[src/inc/sub_exec_pkg.sv]
// Constants for the subtract execution unit
// Assumes an 8-bit core datapath and a 12-bit data address space
package sub_exec_pkg;
  localparam int          DATA_W         = 8;
  localparam int          ADDR_W         = 12;
  localparam int          BANK_W         = 4;
  // Indexed literal offset applies to access-bank addresses up to this value
  localparam logic [7:0]  IDX_LIMIT      = 8'h5F;
  // Access-bank addresses from this value up map onto the special function register page
  localparam logic [7:0]  ACC_SPLIT      = 8'h60;
  localparam logic [3:0]  SFR_BANK       = 4'hF;
  localparam logic [7:0]  RST_BYTE       = 8'h00;
  localparam int          STATUS_N       = 4;
  localparam int          STATUS_OV      = 3;
  localparam int          STATUS_Z       = 2;
  localparam int          STATUS_DC      = 1;
  localparam int          STATUS_C       = 0;
  localparam logic [4:0]  RST_STATUS     = 5'h00;
  localparam logic [11:0] RST_ADDR       = 12'h000;

  typedef enum logic [1:0] {
    OP_NONE,
    OP_SUB_FILE_FROM_WORK_BORROW,
    OP_SUB_WORK_FROM_LITERAL
  } sub_op_t;
endpackage : sub_exec_pkg

[src/rtl/sub_exec.sv]
// Execution unit for the two subtract instructions of the core
// Assumes the decoder presents one instruction per cycle, a file read port
// with combinational data, and that it commits the registered results.
//
// Function
// [RULE1] W minus file minus inverted carry
// [RULE2] Destination bit picks W or file
// [RULE3] Access bit picks access bank or bank_select_reg
// [RULE4] Extended set, a=0, low f: indexed
// [RULE5] Literal minus W, result to W
// [RULE6] Update N, overflow, C, digit carry, Z
`timescale 1ns/1ps
module sub_exec
  import sub_exec_pkg::*;
(
  input  wire logic              i_sys_clk,
  input  wire logic              i_resetn,
  input  wire sub_op_t           i_op,
  input  wire logic [7:0]        i_operand,
  input  wire logic              i_dest,
  input  wire logic              i_access,
  input  wire logic              i_ext_set_en,
  input  wire logic [BANK_W-1:0] i_bank_select_reg,
  input  wire logic [ADDR_W-1:0] i_index_ptr,
  input  wire logic [7:0]        i_work_reg,
  input  wire logic [4:0]        i_status,
  input  wire logic [7:0]        i_file_rdata,
  output logic      [ADDR_W-1:0] o_file_addr,
  output logic      [7:0]        o_file_wdata,
  output logic                   o_file_we,
  output logic      [7:0]        o_work_wdata,
  output logic                   o_work_we,
  output logic      [4:0]        o_status,
  output logic                   o_status_we
);

  typedef struct packed {
    logic [ADDR_W-1:0] addr;
    logic [7:0]        fwdata;
    logic              fwe;
    logic [7:0]        wwdata;
    logic              wwe;
    logic [4:0]        status;
    logic              swe;
  } state_t;

  state_t     st_ff;
  state_t     nxt_st;
  logic [ADDR_W-1:0] rd_addr;

  // ************************************************************
  // Operand address
  // ************************************************************
  // Read address is formed combinationally but reaches o_file_addr through the register, one cycle later
  always_comb begin
    if (!i_access) begin
      if (i_ext_set_en && (i_operand <= IDX_LIMIT)) begin
        rd_addr = i_index_ptr + {{(ADDR_W-8){1'b0}}, i_operand};     // [RULE4]
      end else if (i_operand >= ACC_SPLIT) begin
        rd_addr = {SFR_BANK, i_operand};                              // [RULE3]
      end else begin
        rd_addr = {4'h0, i_operand};                                  // [RULE3]
      end
    end else begin
      rd_addr = {i_bank_select_reg, i_operand};                       // [RULE3]
    end
  end

  // ************************************************************
  // Arithmetic
  // ************************************************************
  logic [7:0] minuend;
  logic [7:0] subtrahend;
  logic       borrow_in;
  logic [8:0] diff;
  logic [4:0] lo_diff;
  logic [7:0] result;

  always_comb begin
    if (i_op == OP_SUB_WORK_FROM_LITERAL) begin
      minuend    = i_operand;                                         // [RULE5]
      subtrahend = i_work_reg;
      borrow_in  = 1'b0;
    end else begin
      minuend    = i_work_reg;                                        // [RULE1]
      subtrahend = i_file_rdata;
      borrow_in  = ~i_status[STATUS_C];
    end
    // Carry out of 9-bit add of the complement means no borrow
    diff    = {1'b0, minuend} + {1'b0, ~subtrahend} + {8'h00, ~borrow_in};
    lo_diff = {1'b0, minuend[3:0]} + {1'b0, ~subtrahend[3:0]} + {4'h0, ~borrow_in};
    result  = diff[7:0];
  end

  // ************************************************************
  // Next state
  // ************************************************************
  always_comb begin
    nxt_st        = st_ff;
    nxt_st.fwe    = 1'b0;
    nxt_st.wwe    = 1'b0;
    nxt_st.swe    = 1'b0;
    nxt_st.addr   = rd_addr;
    unique case (i_op)
      OP_SUB_FILE_FROM_WORK_BORROW: begin
        nxt_st.fwdata = result;
        nxt_st.wwdata = result;
        nxt_st.fwe    = i_dest;                                       // [RULE2]
        nxt_st.wwe    = ~i_dest;                                      // [RULE2]
        nxt_st.swe    = 1'b1;
      end
      OP_SUB_WORK_FROM_LITERAL: begin
        nxt_st.wwdata = result;                                       // [RULE5]
        nxt_st.wwe    = 1'b1;
        nxt_st.swe    = 1'b1;
      end
      OP_NONE: begin
      end
      default: begin
      end
    endcase
    if (i_op != OP_NONE) begin
      nxt_st.status[STATUS_C]  = diff[8];                             // [RULE6]
      nxt_st.status[STATUS_DC] = lo_diff[4];                          // [RULE6]
      nxt_st.status[STATUS_Z]  = (result == 8'h00);                   // [RULE6]
      nxt_st.status[STATUS_N]  = result[7];                           // [RULE6]
      nxt_st.status[STATUS_OV] = (minuend[7] ^ subtrahend[7]) &
                                 (minuend[7] ^ result[7]);            // [RULE6]
    end
  end

  always_ff @(posedge i_sys_clk or negedge i_resetn) begin
    if (!i_resetn) begin
      st_ff <= '{addr: RST_ADDR, fwdata: RST_BYTE, fwe: 1'b0, wwdata: RST_BYTE,
                 wwe: 1'b0, status: RST_STATUS, swe: 1'b0};
    end else begin
      st_ff <= nxt_st;
    end
  end

  assign o_file_addr  = st_ff.addr;
  assign o_file_wdata = st_ff.fwdata;
  assign o_file_we    = st_ff.fwe;
  assign o_work_wdata = st_ff.wwdata;
  assign o_work_we    = st_ff.wwe;
  assign o_status     = st_ff.status;
  assign o_status_we  = st_ff.swe;
endmodule : sub_exec

[config.mk]
export PLATFORM = sky130hd
export DESIGN_NAME = sub_exec
export DESIGN_NICKNAME = d
export VERILOG_FILES = /design/src/inc/sub_exec_pkg.sv /design/src/rtl/sub_exec.sv
export SDC_FILE = /design/constraint.sdc
export NUM_CORES = 1
export LEC_CHECK = 0
export ABC_AREA = 1
export BUFFER_PORTS_ARGS = -buffer_cell sky130_fd_sc_hd__buf_2
export CELL_PAD_IN_SITES_DETAIL_PLACEMENT = 1
export CELL_PAD_IN_SITES_GLOBAL_PLACEMENT = 1
export CORE_UTILIZATION = 32
export DETAILED_ROUTE_END_ITERATION = 8
export PLACE_DENSITY_LB_ADDON = 0.1
export SYNTH_ARGS = -nofsm -noshare
export SYNTH_HDL_FRONTEND = slang
export SYNTH_SLANG_ARGS = --single-unit
export TNS_END_PERCENT = 50
[constraint.sdc]
create_clock -name i_sys_clk -period 0.8 [get_ports i_sys_clk]
set_clock_uncertainty 0.2 [all_clocks]
set_input_delay 0.04 -clock i_sys_clk [delete_from_list [all_inputs] [get_ports i_sys_clk]]
set_output_delay 0.04 -clock i_sys_clk [all_outputs]
set_load 0.05 [all_outputs]
==> qor.txt <==
run status - finished with violations
failing checks - hold timing, setup timing
Die X-Extent - 90.1 um
Critical Path, Cell by Cell - buf_12, inv_12, ha_4, inv_2, nand2_2, nand2_2, fa_2, inv_2, fa_2, inv_2, nand3_2, nor2_2, nand3_2, nor2_1, nand4_1, nand2_1
Peak VDD IR - 0.767 mV
Final GP Congestion - 0.785
most common cell in the netlist - nand2_1
PnR worst setup slack - -1.19 ns
Primary FF master, synth - dfrtp_1
clk slew on worst S/H paths - 0.09 ns
H-tree Lvls - 2
unrepaired setup endpoints after global routing - yes
Max Buffers Root-to-Sink - 2
critical path's largest stage delay - 0.44 ns
FF+latch count, synth - 36
gr usage total - 24.6%
post-synth top area share - 36.2%
Syn Std Cell Area - 0.00249 sq mm
P&R area growth vs syn - 84.1%
vias in the first global route - 3,115
Die Height - 90.1 um
Yosys warnings - 0
share of layout cells above drive strength 1 - 52.7%
top sig layer - met4
first-pass GRT wire length - 15,500 um
commonest cells in the netlist - nand2_1, inv_1, dfrtp_1
clock sink count - 36
Reg2Reg Setup Slack - -0.19 ns
final hold slack - -0.265 ns
Slew HR - 68.4%
num ports - 88
buffers added on ports - 83
crit-path max FO - 7
Worst Tran Pin Value - 0.474 ns
Critical-path top delay cell - fa_2
largest net degree at the start of global routing - 37
Layout Utilization - 62.1%
Post-synth ARST share - 100%
DR WL met3 - 321 um
DR WL/cell - 17.4 um
crit-path most repeated cell - inv_2
Num CTS Buffers - 5
Detail Route Antenna Nets - 0
PwrDens - 1800 mW/mm^2
site row count - 31
die area - 0.00813 sq mm
max-slew violation count - 0
Initial Util - 33.7%
area leader, netlist - dfrtp_1
DR pass1 iterations - 4
global route overflow - 0
Fmax achieved - 503 MHz
delay-heaviest family, CP - adder cells
core box area - 0.00737 sq mm
Post-Syn Nets - 414
worst hold-check path type - primary input to flop
CP startpoint kind - primary input
CP required - 0.84 ns
EDFF count, synth - 0
fillers - 865
Synth Instances - 341
max cap viols - 0
CP Buf/Inv Count - 5
post-DR vias/cell - 4.94
endpoints failing setup - 71
Final Non-Filler Cells - 594
drt drc - 0
top post-synthesis cells by area - dfrtp_1, nand2_1, ha_1
nets@finish - 568
Clock Latency Late Sink - 0.30 ns
fin crit period - 1.99 ns
type of the worst setup path - primary input to flop
met2 wire len - 5550 um
Final Hold Fails - 14
Seq/Total Area, Yosys - 36.2%
overall power - 8260 uW
Worst EP arrival - 2.03 ns
DP HPWL - 6670 um
Root Driver - clkbuf_8
Setup crit end kind - flop
fin crit share - 249%
Diodes inserted - 0
CTS tree - done
syn_area_per_cell - 7.29 sq um
pre-CTS setup slack - -1.52 ns
Initial DRC Count - 77
placed insts - 565
library cells used by synthesis - 28
routed vias - 2,932
WL final - 10,300 um
hold buffer count at cts - 1
initial antenna violation count - 0
Leak Pwr - 0.00230 uW
M1 wire length - 4240 um
==> per-layer routing <==
metal	vias up	global-route usage (%)
met5	-	0
met4	0	5.78
met3	20	3.30
met2	90	46.9
met1	1423	28.7
li1	1399	-
==> path summary, 6_finish.rpt <==
kind                       depth (start not counted)             end        start
max                                               16     o_status[2]      i_op[0]
min                                                2       o_work_we       i_dest
max reg2reg                                        2     o_status[1]  o_status[1]
min reg2reg                                        2     o_status[3]  o_status[3]
max in group asynchronous                          3  o_file_addr[6]     i_resetn
min in group asynchronous                          3     o_status[1]     i_resetn
==> registers in the layout (all words and copies together), names as in the netlist <==
name	count
o_file_addr	12
o_file_wdata	8
o_work_wdata	8
o_status	5
o_file_we	1
o_status_we	1
o_work_we	1
==> report_power, final <==
group | switching [uW] | internal, uW | leakage, uW
clock network | 720 | 769 | 0.0000503
registers | 219 | 2100 | 0.000441
logic | 2620 | 1820 | 0.00181
total | 3560 | 4700 | 0.00230
==> through the flow <==
step | setup TNS, ns | cell area [sq um]
5_1_grt | -40.74 | 4580
4_1_cts | -35.32 | 4280
3_3_place_gp | -37.37 | 3620
3_5_place_dp | -39.48 | 3620
6_report | -37.42 | 4580
2_1_floorplan | -28.65 | 2750
==> kinds of logic (layout without fill, tap and decap cells) <==
group                    count (synthesis)  after routing  share of synthesized area (%)
adder cells (fa/ha/maj)                 21             21                           11.5
flip-flops                              36             36                           36.2
AO/OA/AOI/OAI                           59             59                           13.1
multiplexers                             1              1                          0.403
AND/OR/NAND/NOR                        153            153                           26.9
XOR/XNOR                                 6              6                           2.11
buffers and inverters                   65            219                           9.81
==> worst reg2reg max path: stages (launching register included) <==
cell	delay (ns)
dfrtp_1	0.42
nor2_1	0.21
a31oi_4	0.05
==> final cells by class <==
type                            instances  area, sq um  area share [%]
Multi-Input combinational cell        240         1860            40.7
Timing Repair inverter                  1         7.51           0.164
Clock buffer                            7         96.3            2.10
Inverter                               59          236            5.17
Sequential cell                        36          902            19.7
Timing Repair Buffer                  152         1350            29.4
Tap cell                               99          124            2.71
==> cells in the final DEF, fill, tap and decap left out, drive strengths merged <==
cell         Yosys  final
dlygate4sd3      0      1
a21oi           16     16
mux2i            1      1
o21a             1      1
a21o             1      1
o21ai           31     31
nand2           96     96
nand4            8      8
dfrtp           36     36
clkinvlp         0      1
a21boi           1      1
ha              18     18
a31oi            1      1
inv             59     59
xnor2            4      4
nand3           27     27
fa               3      3
or2              2      2
clkbuf           6      7
xor2             2      2
nand3b           2      2
o22ai            8      8
buf              0    151
nor2            18     18
==> what timing repair did <==
item / in CTS / in global routing
cloned: 1 / 0
gates resized for setup: 135 / 59
endpoints found under the setup margin: 71 / 70
pin swaps: 38 / 26
endpoints found under the hold margin: 50 / 14
buffers inserted: 12 / 15
(Power assumes the default switching activity.)
